==> config.mk <==
export PLATFORM = sky130hd
export DESIGN_NAME = ars_sequencer
export DESIGN_NICKNAME = d
export VERILOG_FILES = /design/src/design/ars_pkg.sv /design/src/design/ars_sequencer.sv
export VERILOG_INCLUDE_DIRS = /design/src /design/src/design
export SDC_FILE = /design/constraint.sdc
export NUM_CORES = 1
export LEC_CHECK = 0
export ABC_AREA = 1
export BUFFER_PORTS_ARGS = -buffer_cell sky130_fd_sc_hd__buf_4
export CAP_MARGIN = 25
export CORE_MARGIN = 4
export CORE_UTILIZATION = 35
export CTS_CLUSTER_DIAMETER = 80
export DETAILED_ROUTE_END_ITERATION = 8
export GPL_ROUTABILITY_DRIVEN = 1
export PLACE_DENSITY = 0.58
export REMOVE_ABC_BUFFERS = 1
export SKIP_LAST_GASP = 1
export SLEW_MARGIN = 20
export SYNTH_ARGS = -nofsm -noshare
export SYNTH_HDL_FRONTEND = slang
export SYNTH_SLANG_ARGS = --single-unit
==> constraint.sdc <==
create_clock -name aclk -period 3.7 [get_ports aclk]
set_clock_uncertainty 0.15 [all_clocks]
set_input_delay 0.74 -clock aclk [delete_from_list [all_inputs] [get_ports aclk]]
set_output_delay 0.74 -clock aclk [all_outputs]
set_load 0.05 [all_outputs]
==> src/design/ars_cfg.svh <==
// Constants for the converter readout sequencer: offsets, fields, timing.
// Assumes inclusion by the design through its bare name.
`ifndef ARS_CFG_SVH
`define ARS_CFG_SVH
// ----------------------------------------------------------------------
// Register offsets (byte addresses)
// ----------------------------------------------------------------------
`define ARS_CTRL_OFF      12'h000
`define ARS_STATUS_OFF    12'h004
`define ARS_TIMING_OFF    12'h008
`define ARS_RESULT_OFF    12'h00C
`define ARS_PINCFG_OFF    12'h010
`define ARS_PINOUT_OFF    12'h014
`define ARS_PININ_OFF     12'h018
`define ARS_CHRES_OFF     12'h040
`define ARS_CHRES_END     12'h06C
// ----------------------------------------------------------------------
// Control fields
// ----------------------------------------------------------------------
`define ARS_CTRL_EN       0
`define ARS_CTRL_MODE_LO  1
`define ARS_CTRL_CONT     3
`define ARS_CTRL_START    4
`define ARS_CTRL_CH_LO    8
`define ARS_CTRL_PORTBUF  16
// ----------------------------------------------------------------------
// Timing and sizes
// ----------------------------------------------------------------------
`define ARS_CONV_CYCLES   4'hC
`define ARS_IRQ_CYCLES    2'h2
`define ARS_AUTO_LAST     5'h0A
`define ARS_EN_RESET      16'h0010
`define ARS_SAMP_RESET    16'h0008
`define ARS_RESP_OKAY     2'h0
`define ARS_RESP_SLVERR   2'h2
`define ARS_GLITCH_CYCLES 3'h3
`endif

==> src/design/ars_pkg.sv <==
// Types shared by the converter readout sequencer.
// Assumes ars_cfg.svh is on the include path.
package ars_pkg;
    // Readout modes
    typedef enum logic [1:0] {
        ARS_MODE_SINGLE,
        ARS_MODE_ROBIN,
        ARS_MODE_ONCE
    } ars_mode_e;
    // Sequencer states
    typedef enum logic [2:0] {
        ARS_IDLE,
        ARS_ENWAIT,
        ARS_SAMPLE,
        ARS_CONVERT,
        ARS_IRQ
    } ars_state_e;
    // Pin drive styles
    typedef enum logic [1:0] {
        ARS_DRV_FULL,
        ARS_DRV_WEAK,
        ARS_DRV_ODRAIN,
        ARS_DRV_INPUT
    } ars_drive_e;
    // Converter analog handshake
    typedef struct packed {
        logic [4:0] channel;
        logic sample;
        logic convert;
    } ars_afe_s;
endpackage

==> src/design/ars_sequencer.sv <==
// Converter readout sequencer with AXI4-Lite registers and pin buffers.
// Assumes a converter core that returns a 10-bit result on request and
// pins that arrive asynchronously to aclk.
`include "ars_cfg.svh"

module ars_sequencer #(
    parameter int NPINS = 9,
    parameter int RES_W = 10,
    parameter int CNT_W = 16
) (
    input wire logic aclk,
    input wire logic aresetn,
    input wire logic [11:0] s_axi_awaddr,
    input wire logic s_axi_awvalid,
    output logic s_axi_awready,
    input wire logic [31:0] s_axi_wdata,
    input wire logic [3:0] s_axi_wstrb,
    input wire logic s_axi_wvalid,
    output logic s_axi_wready,
    output logic [1:0] s_axi_bresp,
    output logic s_axi_bvalid,
    input wire logic s_axi_bready,
    input wire logic [11:0] s_axi_araddr,
    input wire logic s_axi_arvalid,
    output logic s_axi_arready,
    output logic [31:0] s_axi_rdata,
    output logic [1:0] s_axi_rresp,
    output logic s_axi_rvalid,
    input wire logic s_axi_rready,
    output ars_pkg::ars_afe_s afe,
    input wire logic [RES_W-1:0] afe_result,
    output logic done_irq,
    output logic [NPINS-1:0] pin_o,
    output logic [NPINS-1:0] pin_oe,
    output logic [NPINS-1:0] pin_weak,
    output logic [NPINS-1:0] pin_analog,
    input wire logic [NPINS-1:0] pin_i,
    output logic port_node_input_buffer,
    input wire logic port_node_i
);
    initial begin
        if (RES_W != 10 || NPINS < 1 || NPINS > 16 || CNT_W != 16) begin
            $error("ars_sequencer: unsupported parameters");
        end
    end

    // ------------------------------------------------------------------
    // State
    // ------------------------------------------------------------------
    typedef struct packed {
        logic enable;
        ars_pkg::ars_mode_e mode;
        logic cont;
        logic [4:0] sel_ch;
        logic port_buf;
        logic [CNT_W-1:0] en_time;
        logic [CNT_W-1:0] samp_time;
        logic [CNT_W-1:0] samp_cap;
        ars_pkg::ars_state_e st;
        logic [CNT_W-1:0] cnt;
        logic [4:0] ch;
        logic armed;
        logic warm;
        logic last;
        logic [RES_W-1:0] single_res;
        logic [10:0][RES_W-1:0] ch_res;
        logic busy_done;
        logic [NPINS-1:0][1:0] drv;
        logic [NPINS-1:0] up_en;
        logic [NPINS-1:0] dn_en;
        logic [NPINS-1:0] s1;
        logic [NPINS-1:0] s2;
        logic [NPINS-1:0][2:0] gl;
        logic [NPINS-1:0] din;
        logic p1;
        logic p2;
        logic aw_got;
        logic w_got;
        logic [11:0] awaddr;
        logic [31:0] wdata;
        logic bvalid;
        logic [1:0] bresp;
        logic rvalid;
        logic [31:0] rdata;
        logic [1:0] rresp;
    } ars_state_s;

    ars_state_s s_reg, s_next;

    // Word index of a channel result address
    function automatic logic [4:0] res_index(input logic [11:0] a);
        logic [11:0] d;
        d = a - `ARS_CHRES_OFF;
        return d[6:2];
    endfunction

    // Address falls in the per-channel result window
    function automatic logic is_res(input logic [11:0] a);
        return a >= `ARS_CHRES_OFF && a <= `ARS_CHRES_END && a[1:0] == 2'h0;
    endfunction

    logic wr_fire;
    logic start_pulse;
    logic [31:0] rd_word;
    logic rd_ok;

    // ------------------------------------------------------------------
    // Next state
    // ------------------------------------------------------------------
    always_comb begin
        s_next = s_reg;
        start_pulse = 1'b0;
        rd_word = 32'h0000_0000;
        rd_ok = 1'b1;
        wr_fire = 1'b0;

        // Write address and data taken in either order
        if (s_axi_awvalid && !s_reg.aw_got && !s_reg.bvalid) begin
            s_next.aw_got = 1'b1;
            s_next.awaddr = s_axi_awaddr;
        end
        if (s_axi_wvalid && !s_reg.w_got && !s_reg.bvalid) begin
            s_next.w_got = 1'b1;
            s_next.wdata = s_axi_wdata;
        end
        if (s_reg.aw_got && s_reg.w_got) begin
            wr_fire = 1'b1;
            s_next.aw_got = 1'b0;
            s_next.w_got = 1'b0;
            s_next.bvalid = 1'b1;
            s_next.bresp = `ARS_RESP_OKAY;
            if (s_reg.awaddr == `ARS_CTRL_OFF) begin
                s_next.enable = s_reg.wdata[`ARS_CTRL_EN];
                s_next.mode = ars_pkg::ars_mode_e'(
                    s_reg.wdata[`ARS_CTRL_MODE_LO +: 2]);
                s_next.cont = s_reg.wdata[`ARS_CTRL_CONT];
                s_next.sel_ch = s_reg.wdata[`ARS_CTRL_CH_LO +: 5];
                s_next.port_buf = s_reg.wdata[`ARS_CTRL_PORTBUF];
                start_pulse = s_reg.wdata[`ARS_CTRL_START];
            end else if (s_reg.awaddr == `ARS_TIMING_OFF) begin
                s_next.en_time = s_reg.wdata[15:0];
                s_next.samp_time = s_reg.wdata[31:16];
            end else if (s_reg.awaddr == `ARS_PINCFG_OFF) begin
                for (int i = 0; i < NPINS; i++) begin
                    s_next.drv[i] = s_reg.wdata[2*i +: 2];
                end
            end else if (s_reg.awaddr == `ARS_PINOUT_OFF) begin
                s_next.up_en = s_reg.wdata[NPINS-1:0];
                s_next.dn_en = s_reg.wdata[16 +: NPINS];
            end else begin
                s_next.bresp = `ARS_RESP_SLVERR;
            end
        end
        if (s_reg.bvalid && s_axi_bready) begin
            s_next.bvalid = 1'b0;
        end

        // Read decode; result reads never touch the sequencer
        if (s_axi_araddr == `ARS_CTRL_OFF) begin
            rd_word[`ARS_CTRL_EN] = s_reg.enable;
            rd_word[`ARS_CTRL_MODE_LO +: 2] = s_reg.mode;
            rd_word[`ARS_CTRL_CONT] = s_reg.cont;
            rd_word[`ARS_CTRL_CH_LO +: 5] = s_reg.sel_ch;
            rd_word[`ARS_CTRL_PORTBUF] = s_reg.port_buf;
        end else if (s_axi_araddr == `ARS_STATUS_OFF) begin
            rd_word[2:0] = s_reg.st;
            rd_word[8 +: 5] = s_reg.ch;
            rd_word[16] = s_reg.busy_done;
        end else if (s_axi_araddr == `ARS_TIMING_OFF) begin
            rd_word = {s_reg.samp_time, s_reg.en_time};
        end else if (s_axi_araddr == `ARS_RESULT_OFF) begin
            rd_word[RES_W-1:0] = s_reg.single_res;
        end else if (s_axi_araddr == `ARS_PINCFG_OFF) begin
            for (int i = 0; i < NPINS; i++) begin
                rd_word[2*i +: 2] = s_reg.drv[i];
            end
        end else if (s_axi_araddr == `ARS_PINOUT_OFF) begin
            rd_word[NPINS-1:0] = s_reg.up_en;
            rd_word[16 +: NPINS] = s_reg.dn_en;
        end else if (s_axi_araddr == `ARS_PININ_OFF) begin
            rd_word[NPINS-1:0] = s_reg.din;
            rd_word[16] = s_reg.p2 & s_reg.port_buf;
        end else if (is_res(s_axi_araddr)) begin
            rd_word[RES_W-1:0] = s_reg.ch_res[res_index(s_axi_araddr)];
        end else begin
            rd_ok = 1'b0;
        end
        if (s_axi_arvalid && !s_reg.rvalid) begin
            s_next.rvalid = 1'b1;
            s_next.rdata = rd_word;
            s_next.rresp = rd_ok ? `ARS_RESP_OKAY : `ARS_RESP_SLVERR;
        end else if (s_reg.rvalid && s_axi_rready) begin
            s_next.rvalid = 1'b0;
        end

        // Pin input synchronisers and deglitch filters
        s_next.s1 = pin_i;
        s_next.s2 = s_reg.s1;
        s_next.p1 = port_node_i;
        s_next.p2 = s_reg.p1;
        for (int i = 0; i < NPINS; i++) begin
            if (s_reg.s2[i] == s_reg.din[i]) begin
                s_next.gl[i] = 3'h0;
            end else if (s_reg.gl[i] == `ARS_GLITCH_CYCLES) begin
                s_next.din[i] = s_reg.s2[i];
                s_next.gl[i] = 3'h0;
            end else begin
                s_next.gl[i] = s_reg.gl[i] + 3'h1;
            end
        end

        // Start request arms a single or sweep run
        if (start_pulse) begin
            s_next.armed = 1'b1;
            s_next.busy_done = 1'b0;
        end

        // Sequencer
        if (!s_next.enable) begin
            s_next.st = ars_pkg::ARS_IDLE;
            s_next.warm = 1'b0;
            s_next.armed = 1'b0;
            s_next.cnt = '0;
        end else begin
            case (s_reg.st)
                ars_pkg::ARS_IDLE: begin
                    if (s_reg.armed
                        || s_reg.mode == ars_pkg::ARS_MODE_ROBIN) begin
                        s_next.armed = 1'b0;
                        s_next.ch = (s_reg.mode == ars_pkg::ARS_MODE_SINGLE)
                            ? s_reg.sel_ch : 5'h00;
                        s_next.last = 1'b0;
                        s_next.samp_cap = s_reg.samp_time;
                        s_next.cnt = s_reg.warm ? '0 : s_reg.en_time;
                        s_next.st = s_reg.warm ? ars_pkg::ARS_SAMPLE
                            : ars_pkg::ARS_ENWAIT;
                    end
                end
                ars_pkg::ARS_ENWAIT: begin
                    if (s_reg.cnt <= 1) begin
                        s_next.warm = 1'b1;
                        s_next.cnt = '0;
                        s_next.st = ars_pkg::ARS_SAMPLE;
                    end else begin
                        s_next.cnt = s_reg.cnt - 1'b1;
                    end
                end
                ars_pkg::ARS_SAMPLE: begin
                    if (s_reg.cnt + 1'b1 >= s_reg.samp_cap) begin
                        s_next.cnt = '0;
                        s_next.st = ars_pkg::ARS_CONVERT;
                    end else begin
                        s_next.cnt = s_reg.cnt + 1'b1;
                    end
                end
                ars_pkg::ARS_CONVERT: begin
                    if (s_reg.cnt == CNT_W'(`ARS_CONV_CYCLES - 4'h1)) begin
                        s_next.cnt = '0;
                        if (s_reg.mode == ars_pkg::ARS_MODE_SINGLE) begin
                            s_next.single_res = afe_result;
                            s_next.st = ars_pkg::ARS_IRQ;
                        end else begin
                            s_next.ch_res[s_reg.ch[3:0]] = afe_result;
                            if (s_reg.ch == `ARS_AUTO_LAST) begin
                                s_next.ch = 5'h00;
                                if (s_reg.mode == ars_pkg::ARS_MODE_ONCE) begin
                                    s_next.st = ars_pkg::ARS_IRQ;
                                end else begin
                                    s_next.st = ars_pkg::ARS_SAMPLE;
                                    s_next.samp_cap = s_reg.samp_time;
                                end
                            end else begin
                                s_next.ch = s_reg.ch + 5'h01;
                                s_next.st = ars_pkg::ARS_SAMPLE;
                                s_next.samp_cap = s_reg.samp_time;
                            end
                        end
                    end else begin
                        s_next.cnt = s_reg.cnt + 1'b1;
                    end
                end
                ars_pkg::ARS_IRQ: begin
                    if (s_reg.cnt == CNT_W'(`ARS_IRQ_CYCLES - 2'h1)) begin
                        s_next.cnt = '0;
                        s_next.busy_done = 1'b1;
                        if (s_reg.mode == ars_pkg::ARS_MODE_SINGLE
                            && s_reg.cont) begin
                            s_next.samp_cap = s_reg.samp_time;
                            s_next.st = ars_pkg::ARS_SAMPLE;
                        end else begin
                            s_next.st = ars_pkg::ARS_IDLE;
                        end
                    end else begin
                        s_next.cnt = s_reg.cnt + 1'b1;
                    end
                end
                default: begin
                    s_next.st = ars_pkg::ARS_IDLE;
                end
            endcase
        end
    end

    // ------------------------------------------------------------------
    // Registers
    // ------------------------------------------------------------------
    always_ff @(posedge aclk) begin
        if (!aresetn) begin
            s_reg <= '0;
            s_reg.en_time <= `ARS_EN_RESET;
            s_reg.samp_time <= `ARS_SAMP_RESET;
            s_reg.st <= ars_pkg::ARS_IDLE;
            s_reg.mode <= ars_pkg::ARS_MODE_SINGLE;
            s_reg.drv <= {NPINS{2'(ars_pkg::ARS_DRV_INPUT)}};
        end else begin
            s_reg <= s_next;
        end
    end

    // ------------------------------------------------------------------
    // Outputs
    // ------------------------------------------------------------------
    assign s_axi_awready = !s_reg.aw_got && !s_reg.bvalid;
    assign s_axi_wready = !s_reg.w_got && !s_reg.bvalid;
    assign s_axi_bvalid = s_reg.bvalid;
    assign s_axi_bresp = s_reg.bresp;
    assign s_axi_arready = !s_reg.rvalid;
    assign s_axi_rvalid = s_reg.rvalid;
    assign s_axi_rdata = s_reg.rdata;
    assign s_axi_rresp = s_reg.rresp;

    // Converter handshake and two-cycle interrupt
    assign afe.channel = s_reg.ch;
    assign afe.sample = s_reg.st == ars_pkg::ARS_SAMPLE;
    assign afe.convert = s_reg.st == ars_pkg::ARS_CONVERT;
    assign done_irq = s_reg.st == ars_pkg::ARS_IRQ;
    assign port_node_input_buffer = s_reg.port_buf;

    // Pin drive: pull-down alone gives open drain
    always_comb begin
        for (int i = 0; i < NPINS; i++) begin
            pin_analog[i] = s_reg.drv[i] == 2'(ars_pkg::ARS_DRV_INPUT);
            pin_weak[i] = s_reg.drv[i] == 2'(ars_pkg::ARS_DRV_WEAK);
            if (s_reg.drv[i] == 2'(ars_pkg::ARS_DRV_ODRAIN)) begin
                pin_o[i] = 1'b0;
                pin_oe[i] = s_reg.dn_en[i];
            end else if (pin_analog[i]) begin
                pin_o[i] = 1'b0;
                pin_oe[i] = 1'b0;
            end else begin
                pin_o[i] = s_reg.up_en[i];
                pin_oe[i] = s_reg.up_en[i] ^ s_reg.dn_en[i];
            end
        end
    end
endmodule

==> impl_metrics.tcl <==
set metrics [dict create \
    clkTransAtPathRegs_ns 0.06 \
    p_int_mw 7.04 \
    min_to "s_axi_bvalid" \
    setup_viol 0 \
    rsz0062_at_grt "no" \
    max_slew_margin_pct 35.4 \
    ys.flop_type "dfxtp_1" \
    synth_xor_area_share_pct 1.46 \
    synth_warnings 0 \
    cts_tree "done" \
    core_area_um2 50600 \
    wl_met3_um 4780 \
    root_buffer "clkbuf_16" \
    final_hold_viol_count 0 \
    fp.dieW_um 235 \
    power_frac_clock_pct 48.3 \
    peakVddDrop_mv 0.352 \
    worst_pin_slew_ns 0.968 \
    ios 173 \
    synth_cells 2550 \
    synth_top_family_by_area "simple AND/OR/NAND/NOR gates" \
    via_per_inst 5.17 \
    synth_compound_area_share_pct 17.5 \
    wl_met1_um 26400 \
    synth_edf_count 0 \
    arrival_ns 3.65 \
    start_util_pct 35.7 \
    die_h_um 235 \
    powerDensity_nw_per_um2 440 \
    ant_nets 0 \
    r2r-start "s_reg[305]" \
    reg2reg_slack_ns 0.37 \
    top_layer "met4" \
    worstRegToRegCells 17 \
    min_path_cells 2 \
    synthMuxAreaShare_pct 0.0555 \
    place.gp.congestion 0.901 \
    n_antenna_cell 0 \
    status "complete, no violations" \
    end_kind "flip-flop" \
    ys_ff_latch 379 \
    worstPathRequired_ns 4.02 \
    num_vias 17400 \
    wl_per_cell_um 18.1 \
    antenna_found_initial 0 \
    final-max-slew-violation-count 0 \
    hold_class "input port to flip-flop" \
    max_freq_ghz 0.300 \
    synthSimpleGateAreaFrac_pct 24.8 \
    area_growth_pct 17.7 \
    largest_reg_flops 327 \
    clk_latency_ns 0.59 \
    first_iter_violations 1537 \
    criticalPathCategory "flip-flop to flip-flop" \
    drive_gt1_share_pct 13.1 \
    crit_fanout 5 \
    netSwitchingPower_mw 2.30 \
    die-area_um2 55200 \
    hpwl_um 43600 \
    wl_met2_um 27400 \
    ys_seq_area_share_pct 42.1 \
    cap_violations 0 \
    fin_nets 2781 \
    clock-sinks 379 \
    routed_wl_um 60700 \
    grt_overflow 0 \
    first_pass_iters 8 \
    hold_start "s_axi_bready" \
    cp-start-kind "flip-flop" \
    switching_share_pct 24.6 \
    async_reset_ff_share_pct 0 \
    ys_types 46 \
    min_period_ns 3.33 \
    grt_pass1_vias 16500 \
    drc 0 \
    grt_max_degree 83 \
    p_leak_nw 9.10 \
    ctsLongestPathBuffers 3 \
    cts_max_level 2 \
    grtUsageTotal_pct 21.1 \
    synthAdderAreaFrac_pct 2.84 \
    rows 82 \
    period_share_pct 90.1 \
    grt_pass1_wl_um 93900 \
    numCtsBuffers 44 \
    syn_area_um2 18000 \
    total_power_mw 9.34 \
    synth.avg_cell_area_um2 7.07 \
    io_buffers 166 \
    r2r-end "s_reg[323]" \
    finalSetupTns_ns 0 \
    pwr-share-seq_pct 44.9 \
    combPwrFrac_pct 6.7 \
]
layout make-up:
class,count,area (um2)
Multi-Input combinational cell,1705,8430
Clock inverter,14,213
Inverter,298,1120
Tap cell,672,841
Clock buffer,63,1280
Fill cell,5240,29300
Sequential cell,379,7590
Timing Repair Buffer,225,1750
layer usage:
layer	track usage [%]	vias to the layer above
met2	34.0	707
met4	7.68	0
met5	0	-
li1	-	8481
met1	28.2	8052
met3	4.10	112
stage by stage:
stage               instances  hold WS [ns]  util [%]  instance area [um2]  setup WS, ns
floorplan                2382         0.240         -                17100        -0.609
global placement         3279         0.250      39.0                19700         0.437
detailed placement       3279         0.253      39.0                19700         0.388
CTS                      3356         0.149      42.0                21200         0.325
global route             3356         0.185      42.0                21200        0.0125
finish                   3356         0.177      42.0                21200         0.365
worst max-delay path, stage by stage (launching register included):
cell and delay (ns):
dfxtp_1 0.42, ha_1 0.25, nand2_1 0.08, nor2_1 0.16, nand2_1 0.12, nor2_1 0.24, nand3_1 0.13, xor2_1 0.15
inv_1 0.09, ha_1 0.28, nand2_1 0.06, nor3_1 0.30, nand3_1 0.12, nand4_1 0.14, buf_4 0.13, nand4_1 0.15
o21ai_0 0.20, nor2_1 0.05
synthesized netlist by cell type, types with 2 or more instances:
cell / instances / area, um2
xor2_1: 28 / 245
nor3_1: 20 / 100
inv_1: 283 / 1060
nor2_1: 271 / 1020
clkinv_1: 3 / 11.3
clkbuf_1: 95 / 357
nand3_1: 186 / 931
a211oi_1: 9 / 67.6
buf_4: 45 / 338
o211ai_1: 40 / 300
a21oi_1: 308 / 1540
clkinv_2: 2 / 10.0
buf_6: 10 / 113
nand4_2: 10 / 125
nor2_2: 4 / 25.0
a221oi_1: 2 / 17.5
or2_2: 10 / 62.6
o21a_1: 2 / 15.0
nand4_1: 28 / 175
xnor2_1: 2 / 17.5
nand2_4: 3 / 33.8
o21ai_0: 186 / 931
dfxtp_1: 379 / 7590
nor3_2: 2 / 20.0
ha_1: 41 / 513
o221ai_1: 2 / 17.5
nand2_2: 5 / 31.3
nor2_4: 6 / 67.6
o21ai_1: 2 / 10.0
inv_2: 10 / 37.5
nand2_1: 496 / 1860
o22ai_1: 27 / 169
buf_2: 17 / 85.1
o22a_1: 4 / 35.0
cells in the final DEF (no fill, tap or decap), types with 3 or more instances in the layout:
cell type,count
nand2_2,6
clkbuf_16,45
o21ai_0,185
nor3_1,20
inv_1,283
ha_1,41
o21ai_1,3
nand4_2,10
nand3_1,186
nor2_2,6
or2_2,10
o22ai_1,27
buf_4,220
buf_12,5
o211ai_1,40
a21oi_1,308
a211oi_1,9
clkinv_2,8
nor2_1,268
dfxtp_1,379
clkbuf_1,9
nand4_1,28
clkbuf_8,9
inv_2,10
nand2_4,3
o22a_1,4
xor2_1,28
bufinv_16,4
nand2_1,495
nor2_4,7
kinds of logic (layout without fill, tap and decap cells):
group,count (synthesis),in the layout
xor gates and xnor gates,30,30
muxes,1,1
and+or+nand+nor,1044,1044
buffers and inverters,467,600
DFF,379,379
other,1,2
adders and majority gates,41,41
AOI/OAI and AO/OA,587,587
repair_timing:
item,CTS,global route
resized for setup,0,1
setup buffers,0,0
hold buffers,0,0
endpoints found under the setup margin,0,15
power groups by stage:
stage               combinational [mW]  sequential [mW]  clock [mW]
floorplan                        0.285             4.31           0
global placement                 0.622             4.28           0
detailed placement               0.624             4.29           0
CTS                              0.626             4.20        4.59
global route                     0.688             4.20        4.74
finish                           0.629             4.20        4.51
worst max path at each step:
| stage | from | to | slack, ns | cells after the start |
|---|---|---|---|---|
| floorplan | aresetn | s_reg[307] | -0.61 | 6 |
| detailed placement | s_reg[305] | s_reg[316] | 0.39 | 18 |
| CTS | s_reg[305] | s_reg[307] | 0.32 | 18 |
| global route | s_reg[305] | s_reg[322] | 0.01 | 18 |
| finish | s_reg[305] | s_reg[323] | 0.37 | 17 |
| global placement | s_reg[305] | s_reg[322] | 0.44 | 18 |
No activity file was read; power rests on OpenSTA's default activity.
